===== src/lmfr_params.svh =====
/*
 * offsets, field positions, reset values and timing counts of the
 * led matrix function register bank.
 * assumes a 25 MHz core clock; included by its bare name.
 */
`ifndef LMFR_PARAMS_SVH
`define LMFR_PARAMS_SVH

`define LMFR_CLK_MHZ 25
`define LMFR_OFS_CFG 8'h00
`define LMFR_OFS_GCC 8'h01
`define LMFR_OFS_PULL 8'h02
`define LMFR_OFS_RES_FIRST 8'h03
`define LMFR_OFS_RES_LAST 8'h23
`define LMFR_OFS_THERM 8'h24
`define LMFR_OFS_CLK 8'h25
`define LMFR_OFS_SRST 8'h2F
`define LMFR_SRST_MAGIC 8'hAE
`define LMFR_RST_PULL 8'h33
`define LMFR_RST_ZERO 8'h00
`define LMFR_PULL_MASK 8'hF7
`define LMFR_THERM_MASK 8'h0F
`define LMFR_CLK_MASK 8'hDF
`define LMFR_RES_MASK 8'h3F
`define LMFR_DET_OPEN 2'h1
`define LMFR_DET_SHORT 2'h2
`define LMFR_SYNC_SLAVE 2'h2
`define LMFR_SYNC_MASTER 2'h3
// scan timing, in nanoseconds
`define LMFR_SCAN_SLOT_NS 33000
`define LMFR_SCAN_GAP_NS 830
`define LMFR_SINK_DELAY_NS 300
`define LMFR_NS_PER_CYC (1000 / `LMFR_CLK_MHZ)
// least times round up
`define LMFR_SLOT_CYC ((`LMFR_SCAN_SLOT_NS + `LMFR_NS_PER_CYC - 1) / `LMFR_NS_PER_CYC)
`define LMFR_GAP_CYC ((`LMFR_SCAN_GAP_NS + `LMFR_NS_PER_CYC - 1) / `LMFR_NS_PER_CYC)
`define LMFR_DLY_CYC ((`LMFR_SINK_DELAY_NS + `LMFR_NS_PER_CYC - 1) / `LMFR_NS_PER_CYC)

`endif


===== src/lmfr_pkg.sv =====
/*
 * types of the led matrix function register bank.
 * assumes lmfr_params.svh for the numbers.
 */
package lmfr_pkg;
    // scan sequencer states, one-hot
    typedef enum logic [2:0] {
        LMFR_SLOT = 3'b001,
        LMFR_GAP = 3'b010,
        LMFR_DLY = 3'b100
    } lmfr_scan_t;

    // host register write and read port
    typedef struct packed {
        logic wr;
        logic rd;
        logic [7:0] addr;
        logic [7:0] wdata;
    } lmfr_req_t;

    // analog controls decoded from the registers
    typedef struct packed {
        logic phase_180;
        logic [2:0] scan_line_pulldown_sel;
        logic [2:0] sink_line_pullup_sel;
        logic [1:0] thermal_threshold;
        logic [1:0] thermal_derate_level;
        logic spread_enable;
        logic [1:0] spread_range;
        logic [1:0] spread_cycle_time;
    } lmfr_analog_t;
endpackage


===== src/lmfr_regs.sv =====
/*
 * function register bank, scan sequencer and duty generator of an led
 * matrix driver. the serial decoder in front delivers one-cycle read and
 * write strobes on clock_i; detection comparators and the sync pin arrive
 * from outside the clock domain and are synchronised here.
 */
`include "lmfr_params.svh"
`timescale 1ns/10ps
`default_nettype none

module lmfr_regs
    import lmfr_pkg::*;
#(
    parameter int SCAN_LINES = 11,
    parameter int SINK_LINES = 6,
    parameter int RES_WORDS = 33
) (
    input wire logic clock_i,
    input wire logic nrst_i,
    input wire lmfr_req_t req_i,
    input wire logic [SINK_LINES-1:0] fault_sense_i,
    input wire logic sync_in_i,
    input wire logic [7:0] duty_i,
    output logic [7:0] rdata_o,
    output logic [SCAN_LINES-1:0] scan_line_o,
    output logic [SINK_LINES-1:0] sink_line_o,
    output lmfr_analog_t analog_o,
    output logic sync_out_o,
    output logic sync_oe_o,
    output logic sync_pulldown_o
);
    // elaboration check of the supported sizes
    if (SCAN_LINES < 1 || SCAN_LINES > 16
        || SINK_LINES != 6 || RES_WORDS != 33) begin : g_bad_size
        $error("lmfr_regs: unsupported parameters");
    end

    logic [7:0] cfg, global_current_level, pull, therm, clkc;
    logic [7:0] res_mem [RES_WORDS];
    logic [1:0] det_prev;
    logic [5:0] det_idx;
    logic det_busy, det_is_short;
    logic [SINK_LINES-1:0] fs_a, fs_b;
    logic sy_a, sy_b, sy_c;
    lmfr_scan_t state;
    logic [10:0] tcnt;
    logic [3:0] line;
    logic [7:0] rdata_nx;

    // host strobe decode
    wire logic wr_cfg = req_i.wr && req_i.addr == `LMFR_OFS_CFG;
    wire logic wr_gcc = req_i.wr && req_i.addr == `LMFR_OFS_GCC;
    wire logic wr_pull = req_i.wr && req_i.addr == `LMFR_OFS_PULL;
    wire logic wr_therm = req_i.wr && req_i.addr == `LMFR_OFS_THERM;
    wire logic wr_clk = req_i.wr && req_i.addr == `LMFR_OFS_CLK;
    wire logic soft_rst = req_i.wr && req_i.addr == `LMFR_OFS_SRST
        && req_i.wdata == `LMFR_SRST_MAGIC;
    wire logic in_res = req_i.addr >= `LMFR_OFS_RES_FIRST && req_i.addr <= `LMFR_OFS_RES_LAST;
    wire logic [5:0] res_sel = 6'(req_i.addr - `LMFR_OFS_RES_FIRST);

    // detection trigger on a 00 to 01 or 10 change
    wire logic [1:0] fault_detect_trigger = cfg[2:1];
    wire logic det_start = !det_busy && det_prev == 2'h0
        && (fault_detect_trigger == `LMFR_DET_OPEN || fault_detect_trigger == `LMFR_DET_SHORT);
    wire logic [1:0] sync_mode = clkc[7:6];
    wire logic slave = sync_mode == `LMFR_SYNC_SLAVE;
    // slave timing advances only on sync rising edges
    wire logic tick = slave ? (sy_b && !sy_c) : 1'b1;
    wire logic tend = tcnt == 11'd0;
    wire logic line_last = line == 4'(SCAN_LINES - 1);
    wire logic [10:0] duty_cyc = 11'((32'(duty_i) * `LMFR_SLOT_CYC) / 256);
    // first slot cycle counts as zero used, so duty spans exactly duty_cyc
    wire logic [10:0] slot_used = 11'(`LMFR_SLOT_CYC - 1) - tcnt;

    // read mux; reserved bits masked, unmapped reads zero
    always_comb begin
        rdata_nx = 8'h00;
        if (req_i.addr == `LMFR_OFS_CFG) rdata_nx = cfg;
        else if (req_i.addr == `LMFR_OFS_GCC) rdata_nx = global_current_level;
        else if (req_i.addr == `LMFR_OFS_PULL) rdata_nx = pull;
        else if (in_res) rdata_nx = res_mem[res_sel] & `LMFR_RES_MASK;
        else if (req_i.addr == `LMFR_OFS_THERM) rdata_nx = therm;
        else if (req_i.addr == `LMFR_OFS_CLK) rdata_nx = clkc;
    end

    // control registers, power-up and magic soft reset
    always_ff @(posedge clock_i or negedge nrst_i) begin
        if (!nrst_i) begin
            cfg <= `LMFR_RST_ZERO;
            global_current_level <= `LMFR_RST_ZERO;
            pull <= `LMFR_RST_PULL;
            therm <= `LMFR_RST_ZERO;
            clkc <= `LMFR_RST_ZERO;
        end else if (soft_rst) begin
            cfg <= `LMFR_RST_ZERO;
            global_current_level <= `LMFR_RST_ZERO;
            pull <= `LMFR_RST_PULL;
            therm <= `LMFR_RST_ZERO;
            clkc <= `LMFR_RST_ZERO;
        end else begin
            if (wr_cfg) cfg <= req_i.wdata;
            if (wr_gcc) global_current_level <= req_i.wdata;
            if (wr_pull) pull <= req_i.wdata & `LMFR_PULL_MASK;
            if (wr_therm) therm <= req_i.wdata & `LMFR_THERM_MASK;
            if (wr_clk) clkc <= req_i.wdata & `LMFR_CLK_MASK;
        end
    end

    // two-stage synchronisers for pins
    always_ff @(posedge clock_i or negedge nrst_i) begin
        if (!nrst_i) begin
            fs_a <= '0;
            fs_b <= '0;
            sy_a <= 1'b0;
            sy_b <= 1'b0;
            sy_c <= 1'b0;
        end else begin
            fs_a <= fault_sense_i;
            fs_b <= fs_a;
            sy_a <= sync_in_i;
            sy_b <= sy_a;
            sy_c <= sy_b;
        end
    end

    // one-off detection pass, one result word per scan slot
    always_ff @(posedge clock_i or negedge nrst_i) begin
        if (!nrst_i) begin
            det_prev <= 2'h0;
            det_busy <= 1'b0;
            det_is_short <= 1'b0;
            det_idx <= 6'h00;
        end else if (soft_rst) begin
            det_prev <= 2'h0;
            det_busy <= 1'b0;
            det_idx <= 6'h00;
        end else begin
            det_prev <= fault_detect_trigger;
            if (det_start) begin
                det_busy <= 1'b1;
                det_is_short <= fault_detect_trigger == `LMFR_DET_SHORT;
                det_idx <= 6'h00;
            end else if (det_busy && tick && state == LMFR_SLOT && tend) begin
                det_idx <= det_idx + 6'h01;
                if (det_idx == 6'(RES_WORDS - 1)) det_busy <= 1'b0;
            end
        end
    end

    // result store; host writes never reach it, power-up clears it
    always_ff @(posedge clock_i or negedge nrst_i) begin
        if (!nrst_i) begin
            for (int w = 0; w < RES_WORDS; w++) begin
                res_mem[w] <= 8'h00;
            end
        end else if (det_busy && tick && state == LMFR_SLOT && tend) begin
            res_mem[det_idx] <= {2'b00, fs_b};
        end
    end

    // scan sequencer: slot, non-overlap gap, sink delay
    always_ff @(posedge clock_i or negedge nrst_i) begin
        if (!nrst_i) begin
            state <= LMFR_SLOT;
            tcnt <= 11'(`LMFR_SLOT_CYC - 1);
            line <= 4'h0;
        end else if (tick) begin
            if (!tend) tcnt <= tcnt - 11'd1;
            else begin
                unique case (state)
                    LMFR_SLOT: begin
                        state <= LMFR_GAP;
                        tcnt <= 11'(`LMFR_GAP_CYC - 1);
                    end
                    LMFR_GAP: begin
                        state <= LMFR_DLY;
                        tcnt <= 11'(`LMFR_DLY_CYC - 1);
                    end
                    LMFR_DLY: begin
                        state <= LMFR_SLOT;
                        tcnt <= 11'(`LMFR_SLOT_CYC - 1);
                        line <= line_last ? 4'h0 : line + 4'h1;
                    end
                endcase
            end
        end
    end

    // registered outputs
    always_ff @(posedge clock_i or negedge nrst_i) begin
        if (!nrst_i) begin
            rdata_o <= 8'h00;
            scan_line_o <= '0;
            sink_line_o <= '0;
            analog_o <= '0;
            sync_out_o <= 1'b0;
            sync_oe_o <= 1'b0;
            sync_pulldown_o <= 1'b1;
        end else begin
            rdata_o <= req_i.rd ? rdata_nx : 8'h00;
            scan_line_o <= (state == LMFR_SLOT) ? SCAN_LINES'(1) << line : '0;
            // sinks on while duty lasts; phase 180 puts the on-time at the end of the slot
            sink_line_o <= (state == LMFR_SLOT && cfg[0] &&
                (pull[7] ? (slot_used >= 11'(`LMFR_SLOT_CYC) - duty_cyc)
                         : (slot_used < duty_cyc))) ? '1 : '0;
            analog_o.phase_180 <= pull[7];
            analog_o.scan_line_pulldown_sel <= pull[6:4];
            analog_o.sink_line_pullup_sel <= pull[2:0];
            analog_o.thermal_threshold <= therm[3:2];
            analog_o.thermal_derate_level <= therm[1:0];
            analog_o.spread_enable <= clkc[4];
            analog_o.spread_range <= clkc[3:2];
            analog_o.spread_cycle_time <= clkc[1:0];
            sync_out_o <= sync_mode == `LMFR_SYNC_MASTER && state == LMFR_SLOT;
            sync_oe_o <= sync_mode == `LMFR_SYNC_MASTER;
            sync_pulldown_o <= !sync_mode[1];
        end
    end

    // gap length watch: ticks spent in the non-overlap gap
    logic [4:0] gap_ticks;
    always_ff @(posedge clock_i or negedge nrst_i) begin
        if (!nrst_i) begin
            gap_ticks <= 5'h00;
        end else if (state != LMFR_GAP) begin
            gap_ticks <= 5'h00;
        end else if (tick) begin
            gap_ticks <= gap_ticks + 5'h01;
        end
    end

    // checks
    a_soft_reset_pull: assert property (@(posedge clock_i) disable iff (!nrst_i)
        soft_rst |=> pull == `LMFR_RST_PULL && clkc == 8'h00)
        else $error("soft reset missed");
    a_pull_reserved: assert property (@(posedge clock_i) disable iff (!nrst_i)
        pull[3] == 1'b0)
        else $error("pull reserved bit set");
    a_phase_out: assert property (@(posedge clock_i) disable iff (!nrst_i)
        $changed(pull) |=> analog_o.phase_180 == $past(pull[7]))
        else $error("phase output stale");
    a_det_start: assert property (@(posedge clock_i) disable iff (!nrst_i)
        det_start && !soft_rst |=> det_busy && det_idx == 6'h00)
        else $error("detect not started");
    a_det_short: assert property (@(posedge clock_i) disable iff (!nrst_i)
        det_start && !soft_rst && fault_detect_trigger == `LMFR_DET_SHORT |=> det_is_short)
        else $error("short mode lost");
    a_sync_master: assert property (@(posedge clock_i) disable iff (!nrst_i)
        sync_mode == `LMFR_SYNC_MASTER && !soft_rst && !wr_clk
        |=> sync_oe_o && !sync_pulldown_o)
        else $error("master not driving");
    a_sync_off: assert property (@(posedge clock_i) disable iff (!nrst_i)
        !sync_mode[1] && !wr_clk |=> !sync_oe_o && sync_pulldown_o)
        else $error("sync not held low");
    a_slave_hold: assert property (@(posedge clock_i) disable iff (!nrst_i)
        slave && !tick |=> $stable(tcnt) && $stable(state))
        else $error("slave ran without sync");
    a_gap_length: assert property (@(posedge clock_i) disable iff (!nrst_i)
        state == LMFR_GAP && tick && tend |-> gap_ticks == 5'(`LMFR_GAP_CYC - 1))
        else $error("gap length wrong");
    a_scan_blank: assert property (@(posedge clock_i) disable iff (!nrst_i)
        state != LMFR_SLOT |=> scan_line_o == '0)
        else $error("scan line high in gap");
    a_thermal_out: assert property (@(posedge clock_i) disable iff (!nrst_i)
        wr_therm && !soft_rst |=> ##1 analog_o.thermal_threshold == $past(therm[3:2])
        && analog_o.thermal_derate_level == $past(therm[1:0]))
        else $error("thermal fields stale");
    a_spread_out: assert property (@(posedge clock_i) disable iff (!nrst_i)
        wr_clk && !soft_rst |=> ##1 analog_o.spread_enable == $past(clkc[4])
        && analog_o.spread_range == $past(clkc[3:2])
        && analog_o.spread_cycle_time == $past(clkc[1:0]))
        else $error("spread fields stale");
    a_pulls_out: assert property (@(posedge clock_i) disable iff (!nrst_i)
        wr_pull && !soft_rst |=> ##1 analog_o.scan_line_pulldown_sel == $past(pull[6:4])
        && analog_o.sink_line_pullup_sel == $past(pull[2:0]))
        else $error("pull fields stale");
    c_open_pass: cover property (@(posedge clock_i) det_start && fault_detect_trigger == `LMFR_DET_OPEN);
    c_short_pass: cover property (@(posedge clock_i) det_start && fault_detect_trigger == `LMFR_DET_SHORT);
    c_soft_reset: cover property (@(posedge clock_i) soft_rst);
    c_line_wrap: cover property (@(posedge clock_i) line_last && state == LMFR_DLY && tend);
endmodule

`default_nettype wire


===== config.mk =====
export PLATFORM = sky130hd
export DESIGN_NAME = lmfr_regs
export DESIGN_NICKNAME = d
export VERILOG_FILES = /design/src/lmfr_pkg.sv /design/src/lmfr_regs.sv
export VERILOG_INCLUDE_DIRS = /design/src
export SDC_FILE = /design/constraint.sdc
export NUM_CORES = 1
export LEC_CHECK = 0
export ABC_CLOCK_PERIOD_IN_PS = 4100
export BUFFER_PORTS_ARGS = -buffer_cell sky130_fd_sc_hd__clkbuf_2
export CAP_MARGIN = 10
export CORE_ASPECT_RATIO = 0.8
export CORE_MARGIN = 10
export CORE_UTILIZATION = 50
export DETAILED_ROUTE_END_ITERATION = 16
export PLACE_DENSITY = 0.67
export SYNTH_ARGS = -nofsm -noshare
export SYNTH_HDL_FRONTEND = slang
export SYNTH_SLANG_ARGS = --single-unit
export TNS_END_PERCENT = 1

===== constraint.sdc =====
create_clock -name clock_i -period 4.1 [get_ports clock_i]
set_input_delay 0.82 -clock clock_i [delete_from_list [all_inputs] [get_ports clock_i]]
set_output_delay 0.82 -clock clock_i [all_outputs]
set_load 0.05 [all_outputs]

==> flow_summary.json, run 1 <==
{
  "outcome": "finished with violations",
  "violations": "setup timing",
  "final-hold-violation-count": 0,
  "power_density_nw_per_um2": 526,
  "finalSetupViolCount": 1,
  "busiest_layer": "met1",
  "cts.sinks": 313,
  "synthTopCellsByArea": "dfrtp_1 (48%), mux2_2 (15%), mux4_2 (8.4%)",
  "place_inst": 1771,
  "synth_nets": 1365,
  "max_freq_mhz": 196,
  "slew_violations": 0,
  "vias": 10541,
  "routed_via_density": 5.74,
  "cts_tree": "done",
  "critical_path.startpoint_type": "input pin",
  "finalCriticalPeriod_ps": 5090,
  "grt.met1_usage": 0.291,
  "antenna_found_initial": 0,
  "nets": 1508,
  "io_buffers": 78,
  "rows": 58,
  "synth_area_per_cell_um2": 12.8,
  "drt_pre_antenna_iters": 5,
  "nFillCells": 2483,
  "clock-root-buffer": "clkbuf_16",
  "drcViolationCount": 0,
  "ant_nets": 0,
  "cp_max_fo": 3,
  "postCtsHoldBufs": 0,
  "fin_cells": 1835,
  "cap_violations": 0,
  "finalClockSkew_ps": 17.7,
  "worstSkewPairLatency_ps": 580,
  "totalWireLength_um": 37300,
  "synthFlopType": "dfrtp_1",
  "cts_buffers": 31,
  "die-area_um2": 39400,
  "fp.dieW_um": 219,
  "cts_buffer_depth": 3,
  "clkSlewWorstSetupHoldPaths_ps": 60,
  "grt_util_met2": 0.272,
  "synth_top_area_share": 0.475,
  "grt_pass1_wl_um": 60200,
  "ioPinCount": 79,
  "worst_pin_slew_ps": 1130,
  "synthCells": 1247,
  "gr-total-overflow": 0,
  "synthToLayoutAreaGrowth_pct": 17.4,
  "syn_area_um2": 15900,
  "required_ps": 4550,
  "yosysSeqAreaShare": 0.493,
  "htreeDepth": 1,
  "synth.distinct_cells": 63,
  "utilization": 0.594,
  "synth.yosys.warnings": 0,
  "synth_edf_count": 0,
  "timing.final.crit_share": 1.24,
  "layout-drive-gt1-share": 0.379,
  "synth-seq-cells": 313,
  "grt_pass1_vias": 10728,
  "pre_cts_ws_ps": -1810,
  "antennaDiodeCount": 0,
  "holdCritPathClass": "in2async",
  "critPathKind": "in2reg",
  "fin_ws_ps": -993,
  "grtUsageMet3": 0.0403,
  "wl_per_cell_um": 20.3,
  "worstPathArrival_ps": 5550,
  "core_um2": 31400,
  "r2r_cells": 8,
  "ys_async_sr_fraction": 1.00,
  "hpwl_um": 25300,
  "rsz0062_at_grt": "yes",
  "die_h_um": 180,
  "relSlewSlack": 0.246,
  "gp_congestion": 0.856,
  "p_leak_nw": 9.20,
  "endpoint_kind": "flop",
  "grt_max_degree": 116,
  "initial_utilization": 0.506,
  "grt_usage": 0.189,
  "yosysTopAreaCell": "dfrtp_1",
  "drtIter0Drc": 768,
  "ir_worst_vdd_uv": 524
}
-- report_power, final --
group / switching, W / total [W] / leakage [nW] / internal [W]
clock: 0.00123 / 0.00301 / 0.534 / 0.00178
sequential: 0.000135 / 0.00334 / 4.27 / 0.00321
combinational: 0.00176 / 0.00347 / 4.40 / 0.00171
total: 0.00313 / 0.00982 / 9.20 / 0.00669
-- path summary, 6_finish.rpt --
| path | endpoint | from | slack, ps |
|---|---|---|---|
| max | sink_line_o[4] | duty_i[6] | -990 |
| min | res_mem[184] | nrst_i | 200 |
| max reg2reg | res_mem[189] | tcnt[0] | 550 |
| min reg2reg | fs_b[5] | fs_a[5] | 350 |
| max in group asynchronous | tcnt[5] | nrst_i | 2890 |
| min in group clock_i | fs_a[5] | fault_sense_i[5] | 340 |
-- flip-flops by register name, indices dropped and copies added, names as in the netlist, 2 cells and up --
name and flops:
analog_o 16, cfg 8, clkc 7, det_idx 6
det_prev 2, fs_a 6, fs_b 6, global_current_level 8
line 4, pull 7, rdata_o 8, res_mem 198
scan_line_o 11, state 3, tcnt 11, therm 4
-- worst max-delay path: stages --
cell and delay, ps:
clkbuf_8 110, fa_1 530, inv_1 50, fa_1 470
inv_1 50, fa_1 470, inv_1 50, fa_1 510
inv_2 50, ha_4 220, buf_6 120, and2_4 130
o21a_1 100, o22a_1 240, nor4b_4 340, buf_4 170
buf_4 90, xnor2_1 120, ha_1 270, o21a_1 110
o21ai_1 100, a21oi_1 70, nor4_2 300, a211oi_2 70
-- through the flow --
step | hold slack, ps | area (um^2) | setup TNS (ps) | total power, W
finish | 196 | 18700 | -993 | 0.00982
global route | 243 | 18700 | -1180 | 0.0104
CTS | 231 | 18500 | -1120 | 0.00971
detailed placement | 338 | 17300 | -1810 | 0.00653
global placement | 335 | 17300 | -1680 | 0.00650
floorplan | 331 | 15900 | -2730 | 0.00532
-- cells by family (layout without fill, tap and decap cells) --
family | after synthesis | count (layout) | share of synthesized area
flip-flops | 313 | 313 | 0.493
adder cells (fa/ha/maj) | 84 | 84 | 0.0725
buffers and inverters | 111 | 279 | 0.0279
multiplexers | 285 | 285 | 0.242
XOR/XNOR | 41 | 41 | 0.0226
AND/OR/NAND/NOR | 282 | 282 | 0.0884
AO/OA/AOI/OAI | 131 | 131 | 0.0531
-- per-layer routing --
| metal | part of all wire | up-vias | wire (um) |
|---|---|---|---|
| met1 | 0.49 | 5456 | 18100 |
| met5 | 0 | - | 0 |
| met2 | 0.44 | 232 | 16300 |
| li1 | - | 4815 | - |
| met4 | 0.012 | 0 | 453 |
| met3 | 0.064 | 38 | 2400 |
-- synthesized netlist by cell type (7+ instances only) --
cell type and count:
dfrtp_1 302, mux2_2 205, nor2_1 77, nand2_1 74
ha_1 69, mux4_2 59, inv_1 49, clkbuf_1 45
a21oi_1 35, o21ai_0 33, nand3_1 31, nor3_1 22
xnor2_1 22, mux2i_1 19, xor2_1 19, fa_1 14
and2_1 11, dfstp_2 11, a221oi_1 9, nand2b_1 8
buf_2 7, nor2b_1 7, o21a_1 7
-- repair_timing --
item,CTS,global route
cloned,0,0
pin swaps,16,13
setup buffers,3,1
resized for setup,19,14
setup endpoints to repair,1,1
-- cell type report --
type | instances | area, um^2 | share of cell area
Tap cell | 420 | 526 | 0.0281
Timing Repair Buffer | 172 | 1200 | 0.0644
Clock buffer | 46 | 902 | 0.0483
Sequential cell | 313 | 7850 | 0.420
Clock inverter | 12 | 184 | 0.00985
Multi-Input combinational cell | 823 | 7830 | 0.419
Inverter | 49 | 184 | 0.00985
-- cells in the final DEF (no fill, tap or decap), drive strengths merged, types with 33 or more instances in the layout --
master	synthesis	final
mux4	59	59
nand2	74	74
nor2	77	77
inv	49	51
buf	17	97
ha	69	69
clkbuf	45	121
mux2	207	207
o21ai	33	33
a21oi	35	35
dfrtp	302	302
Power figures use the tool's default switching activity.
==> run 2: changes to the inputs <==
CORE_MARGIN = unset   (was 10)
==> run 2 against run 1 <==
Compared with the run above: the flow still finishes with violations (setup timing); combinational power decreased by 2%; sequential share of layout area increased by 0.051 points; via count increased by 0.40%; non-clock buffer count decreased by 1; final area decreased by 0.12%; largest cell class unchanged; register-to-register slack got worse by 90 ps; largest power group unchanged; wire length decreased by 1.2%.
==> flow_summary.json, run 2 (synthesized netlist as in run 1, its figures left out) <==
{
  "nFillCells": 2549,
  "cap_violations": 0,
  "io_buffers": 78,
  "max_freq_mhz": 190,
  "ant_nets": 0,
  "endpoint_kind": "flop",
  "fin_cells": 1835,
  "synthToLayoutAreaGrowth_pct": 17.3,
  "gp_congestion": 0.810,
  "vias": 10583,
  "largestRegisters": "res_mem (198), analog_o (16)",
  "rsz0062_at_grt": "yes",
  "antenna_found_initial": 0,
  "postCtsHoldBufs": 0,
  "r2r_cells": 8,
  "worst_pin_slew_ps": 1230,
  "worstPathArrival_ps": 5700,
  "layout_common_cells": "dfrtp_1 (302), mux2_2 (205), buf_4 (86), nor2_1 (77), clkbuf_2 (76)",
  "cts_tree": "done",
  "relSlewSlack": 0.181,
  "critPathKind": "in2reg",
  "fin_ws_ps": -1160,
  "grt_pass1_vias": 10442,
  "fin_setup_tns_ps": -1160,
  "htreeDepth": 2,
  "p_leak_nw": 9.21,
  "cts_buffers": 34,
  "rr_endpoint": "line[3]",
  "ioPinCount": 79,
  "wl_per_cell_um": 20.1,
  "final_common_cell": "dfrtp_1",
  "hpwl_um": 24900,
  "max_flop_register": "res_mem",
  "timing.final.crit_share": 1.28,
  "pre_cts_ws_ps": -1860,
  "hold_ws_ps": 328,
  "path_delay_family": "adder cells",
  "slew_violations": 0,
  "worstSkewPairLatency_ps": 540,
  "drcViolationCount": 0,
  "die-area_um2": 32500,
  "crit_slowest_cell": "fa_1",
  "finalCriticalPeriod_ps": 5260,
  "layout-drive-gt1-share": 0.377,
  "rrSetupSlack_ps": 460,
  "power_density_nw_per_um2": 524,
  "gr-total-overflow": 0,
  "place_inst": 1774,
  "final-hold-violation-count": 0,
  "violations": "setup timing",
  "clkSlewWorstSetupHoldPaths_ps": 60,
  "cp_max_fo": 3,
  "antennaDiodeCount": 0,
  "clock-root-buffer": "clkbuf_16",
  "grt_max_degree": 102,
  "required_ps": 4540,
  "fp.dieW_um": 201,
  "nets": 1510,
  "crit_path_frequent_cell": "fa_1",
  "crit_chain": "clkbuf_2 -> fa_1 -> inv_1 -> fa_1 -> inv_1 -> fa_1 -> inv_1 -> fa_1 -> inv_2 -> ha_4 -> buf_6 -> xor2_1 -> nor2_1 -> o22a_1 -> nor4b_4 -> nor3_2 -> or3_4 -> ha_4 -> o21a_1 -> o211ai_1 -> nor2_1 -> o221ai_1 -> a211oi_2",
  "cts.sinks": 313,
  "grt_pass1_wl_um": 58700,
  "largest_reg_flops": 198,
  "design_area_um2": 18600,
  "drt_pre_antenna_iters": 5,
  "dpl_cell_area_um2": 17400,
  "finalClockSkew_ps": 34.3,
  "initial_utilization": 0.507,
  "rr_startpoint": "tcnt[0]",
  "cts_buffer_depth": 3,
  "path_buf_inv": 6,
  "drtIter0Drc": 803,
  "seq_area_um2": 7850,
  "totalWireLength_um": 36800,
  "finalSetupViolCount": 1,
  "holdCritPathClass": "in2async",
  "ir_worst_vdd_uv": 596,
  "core_um2": 31400,
  "rows": 58,
  "routed_via_density": 5.77,
  "outcome": "finished with violations",
  "multi_input_area_um2": 7780,
  "grt_usage": 0.230,
  "critical_path.startpoint_type": "input pin",
  "cpPeakStageDelay_ps": 550,
  "die_h_um": 162
}
run 2: cell count changes in the layout (fill, tap and decap cells not counted), sizes merged:
cell,before,now
bufinv,4,1
clkinvlp,1,3
clkinv,5,6
clkbuf,121,124
inv,51,50
buf,97,95
run 2: what timing repair did:
| item | CTS | global route |
|---|---|---|
| pin swaps | 17 | 9 |
| endpoints found under the hold margin | 0 | 0 |
| setup endpoints to repair | 1 | 1 |
| gates resized for setup | 18 | 7 |
| setup buffers | 0 | 1 |
run 2: where the power goes:
part / internal [W] / switching (W) / total [W]
clock network: 0.00177 / 0.00124 / 0.00301
logic: 0.00167 / 0.00174 / 0.00341
registers: 0.00321 / 0.000142 / 0.00335
total: 0.00664 / 0.00312 / 0.00976
run 2: worst register-to-register path, delay by kind of cell (launching register included):
family / cells / cell delay (ps)
compound gates: 2 / 750
fa+ha+maj: 1 / 230
buf+inv: 1 / 130
flops: 1 / 410
simple gates: 4 / 2010
run 2: layout make-up:
cell class                 instances  area share
timing repair buffer             171      0.0647
clock inverter                    11     0.00611
tap                              420      0.0282
inverter                          49     0.00986
sequential                       313       0.421
clock buffer                      48      0.0533
multi-input combinational        823       0.417
run 2: worst max-delay path by stage:
| stage | start | to | slack [ps] | depth (start not counted) |
|---|---|---|---|---|
| final | duty_i[7] | sink_line_o[4] | -1160 | 23 |
| after global routing | duty_i[7] | sink_line_o[4] | -1390 | 23 |
| after CTS | duty_i[7] | sink_line_o[4] | -1180 | 22 |
| after detailed placement | duty_i[5] | sink_line_o[4] | -1860 | 21 |
| after global placement | duty_i[5] | sink_line_o[4] | -1670 | 21 |
| after floorplan | duty_i[5] | sink_line_o[4] | -1470 | 22 |
run 2: stage by stage:
stage / power, W / utilization
after floorplan: 0.00532 / -
after global placement: 0.00652 / 0.554
after detailed placement: 0.00656 / 0.554
after CTS: 0.00970 / 0.592
after global routing: 0.0104 / 0.595
final: 0.00976 / 0.595
run 2: layer usage:
metal | vias to the layer above | share of wire | global-route usage | wire length, um
met2 | 298 | 0.44 | 0.333 | 16300
met3 | 39 | 0.059 | 0.0406 | 2190
li1 | 4804 | - | - | -
met5 | - | 0 | 0 | 0
met1 | 5442 | 0.49 | 0.363 | 18000
met4 | 0 | 0.011 | 0.0434 | 399
